<file path="src/rtl/flash_cmd_pkg.sv">
// Shared constants and types for both ends of the flash command link
`default_nettype none

package flash_cmd_pkg;

	// ------------------------------------------------------------------
	// Timing
	// ------------------------------------------------------------------
	localparam int CLK_MHZ = 25;
	localparam int CLK_PERIOD_NS = 40;
	localparam int SCK_PERIOD_NS = 320;
	localparam int SCK_HALF_CYC = SCK_PERIOD_NS / (2 * CLK_PERIOD_NS);
	localparam logic [1:0] SCK_HALF_LAST = 2'(SCK_HALF_CYC - 1);
	// Recovery after software reset, program case longer
	localparam int REC_PROG_US = 20;
	localparam int REC_OTHER_US = 2;
	localparam int REC_PROG_CYC = REC_PROG_US * CLK_MHZ;
	localparam int REC_OTHER_CYC = REC_OTHER_US * CLK_MHZ;
	localparam int REC_W = 10;
	localparam logic [REC_W-1:0] REC_PROG_CNT = REC_W'(REC_PROG_CYC);
	localparam logic [REC_W-1:0] REC_OTHER_CNT = REC_W'(REC_OTHER_CYC);

	// ------------------------------------------------------------------
	// Opcodes
	// ------------------------------------------------------------------
	localparam logic [7:0] OP_WRITE_LATCH_SET = 8'h06;
	localparam logic [7:0] OP_PROTECT_MODE_SELECT = 8'h68;
	localparam logic [7:0] OP_SINGLE_BLOCK_LOCK = 8'h36;
	localparam logic [7:0] OP_SINGLE_BLOCK_UNLOCK = 8'h39;
	localparam logic [7:0] OP_READ_BLOCK_LOCK_STATE = 8'h3C;
	localparam logic [7:0] OP_ALL_BLOCK_LOCK = 8'h7E;
	localparam logic [7:0] OP_ALL_BLOCK_UNLOCK = 8'h98;
	localparam logic [7:0] OP_READ_PARAM_TABLE = 8'h5A;
	localparam logic [7:0] OP_BUSY_ON_OUTPUT_ENABLE = 8'h70;
	localparam logic [7:0] OP_BUSY_ON_OUTPUT_DISABLE = 8'h80;
	localparam logic [7:0] OP_IDLE_COMMAND = 8'h00;
	localparam logic [7:0] OP_RESET_ARM = 8'h66;
	localparam logic [7:0] OP_RESET_EXECUTE = 8'h99;

	// ------------------------------------------------------------------
	// Frame layout and array geometry
	// ------------------------------------------------------------------
	localparam logic [2:0] NB_OPCODE_ONLY = 3'h1;
	localparam logic [2:0] NB_OPCODE_ADDR = 3'h4;
	localparam logic [2:0] BYTE_IDX_ADDR_LAST = 3'h3;
	localparam logic [2:0] BYTE_IDX_DUMMY = 3'h4;
	localparam logic [2:0] BYTE_IDX_MAX = 3'h7;
	localparam int BLK_MSB = 21;
	localparam int BLK_LSB = 16;
	localparam int BLOCK_COUNT = 64;
	localparam logic [3:0] LEVEL_ALL = 4'h7;
	localparam logic [6:0] LEVEL_SPAN_ALL = 7'h40;
	localparam int SEC_MODE_BIT = 7;
	localparam int SEC_CP_BIT = 4;
	localparam int PARAM_DEPTH = 8;
	localparam logic [7:0] PARAM_BLANK = 8'hFF;
	localparam logic [7:0] PARAM_TABLE [PARAM_DEPTH] = '{
		8'h53, 8'h46, 8'h44, 8'h50, 8'h00, 8'h01, 8'h01, 8'hFF
	};

	// ------------------------------------------------------------------
	// Host register map on APB
	// ------------------------------------------------------------------
	localparam logic [7:0] OFS_CTRL = 8'h00;
	localparam logic [7:0] OFS_ADDR = 8'h04;
	localparam logic [7:0] OFS_STATUS = 8'h08;
	localparam logic [7:0] OFS_RXDATA = 8'h0C;
	localparam int CTRL_NTX_LSB = 8;
	localparam int CTRL_NRX_LSB = 12;

	typedef enum logic [1:0] {
		HOST_IDLE,
		HOST_SCK_LO,
		HOST_SCK_HI,
		HOST_TAIL
	} host_state_e;

endpackage

`default_nettype wire

</file>
<file path="src/rtl/flash_link_if.sv">
// Serial link between the host controller and the flash command logic
`default_nettype none

interface flash_link_if;
	logic cs_n;
	logic sck;
	logic si;
	logic so;
	logic so_oe;

	modport device (
		input cs_n,
		input sck,
		input si,
		output so,
		output so_oe
	);

	modport host (
		output cs_n,
		output sck,
		output si,
		input so
	);
endinterface

`default_nettype wire

</file>
<file path="src/rtl/flash_cmd_device.sv">
// Flash protection, reset and parameter-read command logic (device end)
`default_nettype none

module flash_cmd_device
	import flash_cmd_pkg::*;
(
	input wire logic clock,
	input wire logic srst,
	flash_link_if.device link,
	input wire logic wp_n,
	input wire logic nv_protect_mode,
	input wire logic status_write_guard,
	input wire logic [3:0] level_protect_bits,
	input wire logic continuous_program_mode,
	input wire logic array_busy,
	input wire logic busy_is_program,
	input wire logic [23:0] check_addr,
	output logic check_protected,
	output logic level_bits_writable,
	output logic protect_mode,
	output logic protect_mode_program,
	output logic [7:0] security_status,
	output logic reset_abort,
	output logic recovering
);
	// ------------------------------------------------------------------
	// State
	// ------------------------------------------------------------------
	typedef struct packed {
		logic [2:0] sck_sy, cs_sy, bit_cnt, byte_cnt, out_bits, tbl_idx;
		logic [1:0] si_sy, wp_sy;
		logic [7:0] shift, opcode, out_shift, sec;
		logic [23:0] addr;
		logic [BLOCK_COUNT-1:0] locks;
		logic [REC_W-1:0] rec_cnt;
		logic loaded, framed, out_on, tbl_blank, wel, protect_mode_select, busy_en;
		logic rst_armed, abort, mode_prog, prot, lvl_wr, so, so_oe;
	} dev_s;
	dev_s state_reg;
	dev_s state_next;
	// Level scheme: protects the top 2^(bp-1) blocks, all from 7 up
	function automatic logic level_hit(input logic [3:0] bp,
		input logic [5:0] blk);
		logic [6:0] span;
		span = 7'h00;
		if (bp >= LEVEL_ALL) begin
			span = LEVEL_SPAN_ALL;
		end else if (bp != 4'h0) begin
			span = 7'h01 << (bp - 4'h1);
		end
		return {1'b0, ~blk} < span;
	endfunction
	// Only the scheme picked by the mode bit governs
	function automatic logic protect_of(input dev_s s,
		input logic [23:0] a, input logic [3:0] bp);
		if (s.protect_mode_select) begin
			return ~s.wp_sy[1] | s.locks[a[BLK_MSB:BLK_LSB]];
		end
		return level_hit(bp, a[BLK_MSB:BLK_LSB]);
	endfunction
	// ------------------------------------------------------------------
	// Next-state logic
	// ------------------------------------------------------------------
	always_comb begin
		logic sck_rise, sck_fall, cs_low, cs_fall, cs_rise, boundary, armed;
		logic [7:0] in_byte, ld;
		state_next = state_reg;
		state_next.abort = 1'b0;
		state_next.mode_prog = 1'b0;
		// Pins pass two flops; the third stage only finds edges
		state_next.sck_sy = {state_reg.sck_sy[1:0], link.sck};
		state_next.cs_sy = {state_reg.cs_sy[1:0], link.cs_n};
		state_next.si_sy = {state_reg.si_sy[0], link.si};
		state_next.wp_sy = {state_reg.wp_sy[0], wp_n};
		sck_rise = state_reg.sck_sy[1] & ~state_reg.sck_sy[2];
		sck_fall = ~state_reg.sck_sy[1] & state_reg.sck_sy[2];
		cs_low = ~state_reg.cs_sy[1];
		cs_fall = ~state_reg.cs_sy[1] & state_reg.cs_sy[2];
		cs_rise = state_reg.cs_sy[1] & ~state_reg.cs_sy[2];
		boundary = state_reg.bit_cnt == 3'h0;
		in_byte = {state_reg.shift[6:0], state_reg.si_sy[1]};
		ld = PARAM_BLANK;
		armed = 1'b0;
		// Power-on: take stored mode bit, lock every block
		if (!state_reg.loaded) begin
			state_next.loaded = 1'b1;
			state_next.protect_mode_select = nv_protect_mode;
			state_next.locks = '1;
		end
		if (state_reg.rec_cnt != '0)
			state_next.rec_cnt = state_reg.rec_cnt - 1'b1;
		// Frames opening during reset recovery are ignored whole
		if (cs_fall && state_reg.rec_cnt == '0) begin
			state_next.framed = 1'b1;
		end
		if (!cs_low) begin
			state_next.bit_cnt = 3'h0;
			state_next.byte_cnt = 3'h0;
			state_next.out_on = 1'b0;
		end
		// Input bits on rising edges, MSB first
		if (cs_low && state_reg.framed && sck_rise) begin
			state_next.shift = in_byte;
			state_next.bit_cnt = state_reg.bit_cnt + 3'h1;
			if (state_reg.bit_cnt == 3'h7) begin
				if (state_reg.byte_cnt == 3'h0) begin
					state_next.opcode = in_byte;
				end else if (state_reg.byte_cnt <= BYTE_IDX_ADDR_LAST) begin
					state_next.addr = {state_reg.addr[15:0], in_byte};
				end
				if (state_reg.byte_cnt != BYTE_IDX_MAX) begin
					state_next.byte_cnt = state_reg.byte_cnt + 3'h1;
				end
				if (state_reg.opcode == OP_READ_BLOCK_LOCK_STATE &&
					state_reg.byte_cnt == BYTE_IDX_ADDR_LAST &&
					state_reg.protect_mode_select) begin
					state_next.out_on = 1'b1;
					state_next.out_bits = 3'h0;
				end
				if (state_reg.opcode == OP_READ_PARAM_TABLE &&
					state_reg.byte_cnt == BYTE_IDX_DUMMY) begin
					state_next.out_on = 1'b1;
					state_next.out_bits = 3'h0;
					state_next.tbl_idx = state_reg.addr[2:0];
					state_next.tbl_blank = |state_reg.addr[23:3];
				end
			end
		end
		// Output bits change on falling edges, a fresh byte every eight
		if (cs_low && state_reg.out_on && sck_fall) begin
			state_next.out_bits = state_reg.out_bits + 3'h1;
			if (state_reg.out_bits == 3'h0) begin
				if (state_reg.opcode == OP_READ_BLOCK_LOCK_STATE) begin
					ld = {7'h00, protect_of(state_reg, state_reg.addr,
						level_protect_bits)};
				end else begin
					if (!state_reg.tbl_blank) begin
						ld = PARAM_TABLE[state_reg.tbl_idx];
					end
					state_next.tbl_idx = state_reg.tbl_idx + 3'h1;
					if (state_reg.tbl_idx == 3'h7) begin
						state_next.tbl_blank = 1'b1;
					end
				end
				state_next.out_shift = ld;
				state_next.so = ld[7];
			end else begin
				state_next.out_shift = {state_reg.out_shift[6:0], 1'b0};
				state_next.so = state_reg.out_shift[6];
			end
		end
		// Command execution when chip select rises
		if (cs_rise && state_reg.framed) begin
			state_next.framed = 1'b0;
			unique case (state_reg.opcode)
				OP_WRITE_LATCH_SET: begin
					if (state_reg.byte_cnt == NB_OPCODE_ONLY) begin
						state_next.wel = 1'b1;
					end
				end
				OP_PROTECT_MODE_SELECT: begin
					if (state_reg.byte_cnt == NB_OPCODE_ONLY && state_reg.wel) begin
						state_next.protect_mode_select = 1'b1;
						state_next.mode_prog = 1'b1;
						state_next.wel = 1'b0;
					end
				end
				OP_SINGLE_BLOCK_LOCK, OP_SINGLE_BLOCK_UNLOCK: begin
					if (boundary && state_reg.byte_cnt == NB_OPCODE_ADDR &&
						state_reg.wel && state_reg.protect_mode_select) begin
						state_next.locks[state_reg.addr[BLK_MSB:BLK_LSB]] =
							state_reg.opcode == OP_SINGLE_BLOCK_LOCK;
						state_next.wel = 1'b0;
					end
				end
				OP_ALL_BLOCK_LOCK, OP_ALL_BLOCK_UNLOCK: begin
					if (boundary && state_reg.byte_cnt == NB_OPCODE_ONLY &&
						state_reg.wel && state_reg.protect_mode_select) begin
						state_next.locks = {BLOCK_COUNT{state_reg.opcode ==
							OP_ALL_BLOCK_LOCK}};
						state_next.wel = 1'b0;
					end
				end
				OP_BUSY_ON_OUTPUT_ENABLE, OP_BUSY_ON_OUTPUT_DISABLE: begin
					if (boundary && state_reg.byte_cnt == NB_OPCODE_ONLY) begin
						state_next.busy_en = state_reg.opcode ==
							OP_BUSY_ON_OUTPUT_ENABLE;
					end
				end
				OP_RESET_ARM: armed = state_reg.byte_cnt == NB_OPCODE_ONLY;
				OP_RESET_EXECUTE: begin
					if (state_reg.rst_armed &&
						state_reg.byte_cnt == NB_OPCODE_ONLY) begin
						state_next.abort = 1'b1;
						state_next.wel = 1'b0;
						state_next.busy_en = 1'b0;
						state_next.rec_cnt = busy_is_program ? REC_PROG_CNT :
							REC_OTHER_CNT;
					end
				end
				default: ;
			endcase
			// Any frame other than a lone arm disarms, idle included
			state_next.rst_armed = armed;
		end
		// Output pin: read data in a frame, ready/busy outside one
		if (cs_low) begin
			state_next.so_oe = state_reg.out_on && state_reg.framed &&
				(state_reg.out_bits != 3'h0 || state_reg.so_oe);
		end else begin
			state_next.so_oe = state_reg.busy_en && continuous_program_mode;
			state_next.so = ~array_busy;
		end
		if (cs_low && state_reg.out_on && sck_fall) begin
			state_next.so_oe = 1'b1;
		end
		// Registered status for the array side
		state_next.prot = protect_of(state_reg, check_addr,
			level_protect_bits);
		state_next.lvl_wr = ~(status_write_guard & ~state_reg.wp_sy[1]);
		state_next.sec = 8'h00;
		state_next.sec[SEC_MODE_BIT] = state_reg.protect_mode_select;
		state_next.sec[SEC_CP_BIT] = continuous_program_mode;
		if (srst) begin
			state_next = '0;
			state_next.cs_sy = 3'h7;
			state_next.wp_sy = 2'h3; // Pin idles high, no false protect
			state_next.locks = '1;
		end
	end
	// ------------------------------------------------------------------
	// Registers and outputs
	// ------------------------------------------------------------------
	always_ff @(posedge clock) begin
		state_reg <= state_next;
	end
	assign link.so = state_reg.so;
	assign link.so_oe = state_reg.so_oe;
	assign check_protected = state_reg.prot;
	assign level_bits_writable = state_reg.lvl_wr;
	assign protect_mode = state_reg.protect_mode_select;
	assign protect_mode_program = state_reg.mode_prog;
	assign security_status = state_reg.sec;
	assign reset_abort = state_reg.abort;
	assign recovering = state_reg.rec_cnt != '0;
endmodule // flash_cmd_device

`default_nettype wire

</file>
<file path="src/flat_wrapper.sv">
// flat-port wrapper written by rule: the top's interface ports become plain ports
module flash_cmd_device_flat import flash_cmd_pkg::*;
  (clock, srst, wp_n, nv_protect_mode, status_write_guard, level_protect_bits, continuous_program_mode, array_busy, busy_is_program, check_addr, check_protected, level_bits_writable, protect_mode, protect_mode_program, security_status, reset_abort, recovering, link_cs_n, link_sck, link_si, link_so, link_so_oe);
  flash_link_if link_i ();
  input wire logic clock;
  input wire logic srst;
  input wire logic wp_n;
  input wire logic nv_protect_mode;
  input wire logic status_write_guard;
  input wire logic [3:0] level_protect_bits;
  input wire logic continuous_program_mode;
  input wire logic array_busy;
  input wire logic busy_is_program;
  input wire logic [23:0] check_addr;
  output logic check_protected;
  output logic level_bits_writable;
  output logic protect_mode;
  output logic protect_mode_program;
  output logic [7:0] security_status;
  output logic reset_abort;
  output logic recovering;
  input wire logic [$bits(link_i.cs_n)-1:0] link_cs_n;
  input wire logic [$bits(link_i.sck)-1:0] link_sck;
  input wire logic [$bits(link_i.si)-1:0] link_si;
  output wire logic [$bits(link_i.so)-1:0] link_so;
  output wire logic [$bits(link_i.so_oe)-1:0] link_so_oe;
  assign link_i.cs_n = link_cs_n;
  assign link_i.sck = link_sck;
  assign link_i.si = link_si;
  assign link_so = link_i.so;
  assign link_so_oe = link_i.so_oe;
  flash_cmd_device u_core (.clock(clock), .srst(srst), .link(link_i), .wp_n(wp_n), .nv_protect_mode(nv_protect_mode), .status_write_guard(status_write_guard), .level_protect_bits(level_protect_bits), .continuous_program_mode(continuous_program_mode), .array_busy(array_busy), .busy_is_program(busy_is_program), .check_addr(check_addr), .check_protected(check_protected), .level_bits_writable(level_bits_writable), .protect_mode(protect_mode), .protect_mode_program(protect_mode_program), .security_status(security_status), .reset_abort(reset_abort), .recovering(recovering));
endmodule
</file>
<file path="config.mk">
export PLATFORM = sky130hd
export DESIGN_NAME = flash_cmd_device_flat
export DESIGN_NICKNAME = d
export VERILOG_FILES = /design/src/rtl/flash_cmd_pkg.sv /design/src/rtl/flash_link_if.sv /design/src/rtl/flash_cmd_device.sv /design/src/flat_wrapper.sv
export SDC_FILE = /design/constraint.sdc
export NUM_CORES = 1
export LEC_CHECK = 0
export ABC_AREA = 0
export BUFFER_PORTS_ARGS = -buffer_cell sky130_fd_sc_hd__buf_2
export CORE_MARGIN = 3
export CORE_UTILIZATION = 40
export DETAILED_ROUTE_END_ITERATION = 6
export SYNTH_ARGS = -nofsm -noshare
export SYNTH_HDL_FRONTEND = slang
export SYNTH_SLANG_ARGS = --single-unit
</file>
<file path="constraint.sdc">
create_clock -name clock -period 2.8 [get_ports clock]
set_clock_uncertainty 0.1 [all_clocks]
set_input_delay 0.28 -clock clock [delete_from_list [all_inputs] [get_ports clock]]
set_output_delay 0.28 -clock clock [all_outputs]
set_load 0.02 [all_outputs]
</file>
==> impl_metrics.csv <==
group,metric,value,unit
outcome,status,"finished, final reports clean",
cells_and_area,area_growth,13.57,%
synth,synth_cell_types,75,
worst_setup_path,max_stage_delay,0.49,ns
global_route,antenna_found_initial,0,
clock_network,clockRootBuffer,"clkbuf_16",
routing,ant_nets,0,
worst_setup_path,cp.required,3.05,ns
synth,synth-seq-area-share,31.70,%
cells_and_area,num_antenna_cells,0,
global_route,grt_pass1_wl,48.58,mm
routing,drc,0,
die,rows,57,
clock_network,ctsLongestPathBuffers,2,
cells_and_area,drive_above_1_share,14.29,%
timing,hold_viol_final,0,
synth,async_reset_ff_share,0,%
synth,synthTopCellsByCount,"158 x dfxtp_1, 150 x nand2_1, 137 x a21oi_1",
global_route,track_usage,22.44,%
synth,synth-seq-cells,158,
routing,wl_per_cell,18.52,um
synth,synth-edff-count,0,
clock_network,tritoncts,"done",
worst_setup_path,worstPathArrival,2.82,ns
cells_and_area,largest_register_ffs,149,
routing,drt-initial-drc-count,718,
routing,wl,29.85,mm
synth,synth_top_area_share,31.70,%
clock_network,clock_latency,0.44,ns
placed_design,place.gp.congestion,0.8616,
timing,fin_crit_sh,91.88,%
pwr,p_total,5247,uW
die,die_w,164.0,um
worst_setup_path,startpoint_type,"flop",
synth,synth.most_common_cell,"dfxtp_1",
timing,fmax,388.7,MHz
timing,min_period,2.573,ns
timing,max_slew_margin,39.49,%
placed_design,portBuffers,30,
die,core_area,24390,um^2
cells_and_area,fin_nets,1340,
synth,syn_area,9980,um^2
timing,slew_viol_final,0,
worst_setup_path,crit_path_cell_trace,"and4bb_2 -> o21a_1 -> o31a_1 -> nand2_1 -> buf_4 -> a21oi_1 -> o21ai_0",
timing,worstMarginPinSlew,0.9067,ns
worst_setup_path,crit_slowest_cell,"dfxtp_1",
routing,via_per_inst,5.940,
synth,synth_warnings,0,
worst_setup_path,cp-startpoint,"u_core.state_reg[128]",
worst_setup_path,end_kind,"flop",
timing,tns,0,ns
timing,rsz0062_at_grt,"no",
placed_design,dp_hpwl,19.86,mm
timing,setup_violations,0,
hold_path,worstHoldStart,"nv_protect_mode",
synth,syn_avg_cell_area,7.952,um^2
clock_network,postCtsSetupBuffers,0,
flow_run,max-cap-violations,0,
pwr,power_leakage,0.004115,uW
global_route,grt_pass1_vias,9089,
worst_setup_path,path_class,"flop to flop",
routing,drt_pass1_iterations,5,
pwr,p_per_area,462.9,nW/um^2
clock_network,cts_made_buffers,17,
clock_network,path_clk_slew,0.07,ns
die,die_y,164.0,um
clock_network,ctsHtreeMaxLevel,4,
hold_path,hold_path.class,"input pin to flop",
synth,synth_ff_type,"dfxtp_1",
die,initial_core_util,40.92,%
worst_setup_path,critPathMaxFanout,15,
global_route,grt_max_degree,56,
die,die-area,26880,um^2
routing,num_vias,9575,
pwr,ir_worst_vdd,388.5,uV
worst_setup_path,r2r_start,"u_core.state_reg[128]",
clock_network,cts_sinks,158,
die,io-pin-count,55,
global_route,grt_remaining_overflow,0,
synth,synthCells,1255,
synth,yosysTopAreaCell,"dfxtp_1",
synth,synthTopCellsByArea,"dfxtp_1 32%, a21oi_1 6.9%, nand2_1 5.6%",
[cells by family (layout without fill, tap and decap cells)]
logic type / count (synthesis) / count (layout) / share of synthesized area (%)
muxes: 52 / 52 / 8.124
AOI/OAI and AO/OA: 397 / 397 / 25.93
other: 1 / 6 / 0.03758
xor gates and xnor gates: 7 / 7 / 0.6144
DFF: 158 / 158 / 31.70
buffers and inverters: 138 / 166 / 5.730
and+or+nand+nor: 476 / 476 / 24.61
adders and majority gates: 26 / 26 / 3.260
[power by group]
group	switching (uW)	internal [uW]	leakage, uW
Sequential	50.6	2310	0.00128
Clock	1120	1190	0.000269
Combinational	327	246	0.00257
Total	1500	3750	0.00411
[routing by layer]
| layer | up-vias | GRT usage [%] | routed length (um) |
|---|---|---|---|
| li1 | 4612 | - | - |
| met1 | 4605 | 31.09 | 13810 |
| met2 | 320 | 35.94 | 13750 |
| met3 | 38 | 3.808 | 1797 |
| met4 | 0 | 6.574 | 489 |
| met5 | - | 0 | 0 |
[critical path: cells and delay by family (launching register included)]
family	cells	cell delay, ns
AND/OR/NAND/NOR	2	0.72
buffers and inverters	1	0.35
AO/OA/AOI/OAI	4	0.84
flip-flops	1	0.49
[path summary, 6_finish.rpt]
kind / depth (start not counted) / slack, ns / end
worst min-delay path: 3 / 0.03 / u_core.protect_mode
worst min register to register: 1 / 0.31 / u_core.state_reg[145]
worst max register to register: 7 / 0.23 / u_core.state_reg[49]
worst max-delay path: 7 / 0.23 / u_core.state_reg[49]
[stage by stage]
stage	cell area (um^2)	instances	utilization [%]	hold slack, ns	setup slack [ns]
floorplan	9998	1260	-	0.2652	0.4427
global placement	10680	1573	43.80	0.2917	0.2665
detailed placement	10680	1573	43.80	0.2947	0.2586
CTS	11330	1612	46.44	0.02201	0.2280
global route	11330	1612	46.47	0.05456	0.05486
finish	11330	1612	46.47	0.02900	0.2272
[layout by cell type, fill, tap and decap left out, types with 7 or more instances in the layout]
master,count
nor2b_1,19
a311oi_1,21
dlygate4sd3_1,7
or2_2,7
nand2b_1,75
o2bb2ai_1,12
dfxtp_1,158
a221o_1,22
clkbuf_16,17
o31ai_1,19
nor3_1,18
a21oi_1,136
mux2i_1,27
buf_2,29
inv_1,29
nand3_1,18
mux4_2,23
or3_1,9
nand2_1,150
nor2_1,114
o22ai_1,12
a311o_1,25
a21o_1,16
ha_1,26
a31oi_1,8
buf_4,62
and3_1,7
o21ai_0,85
[final cells by class]
class / count / area (um^2)
Sequential cell: 158 / 3163
Fill cell: 2455 / 13060
Tap cell: 324 / 405.4
Timing Repair Buffer: 102 / 760.7
Clock inverter: 14 / 145.1
Inverter: 32 / 120.1
Clock buffer: 18 / 429.2
Multi-Input combinational cell: 964 / 6310
[timing repair]
| item | CTS | global route |
|---|---|---|
| endpoints found under the setup margin | 0 | 21 |
| hold buffers | 7 | 0 |
| endpoints found under the hold margin | 7 | 0 |
| resized for setup | 0 | 1 |
No activity file was read; power rests on OpenSTA's default activity.
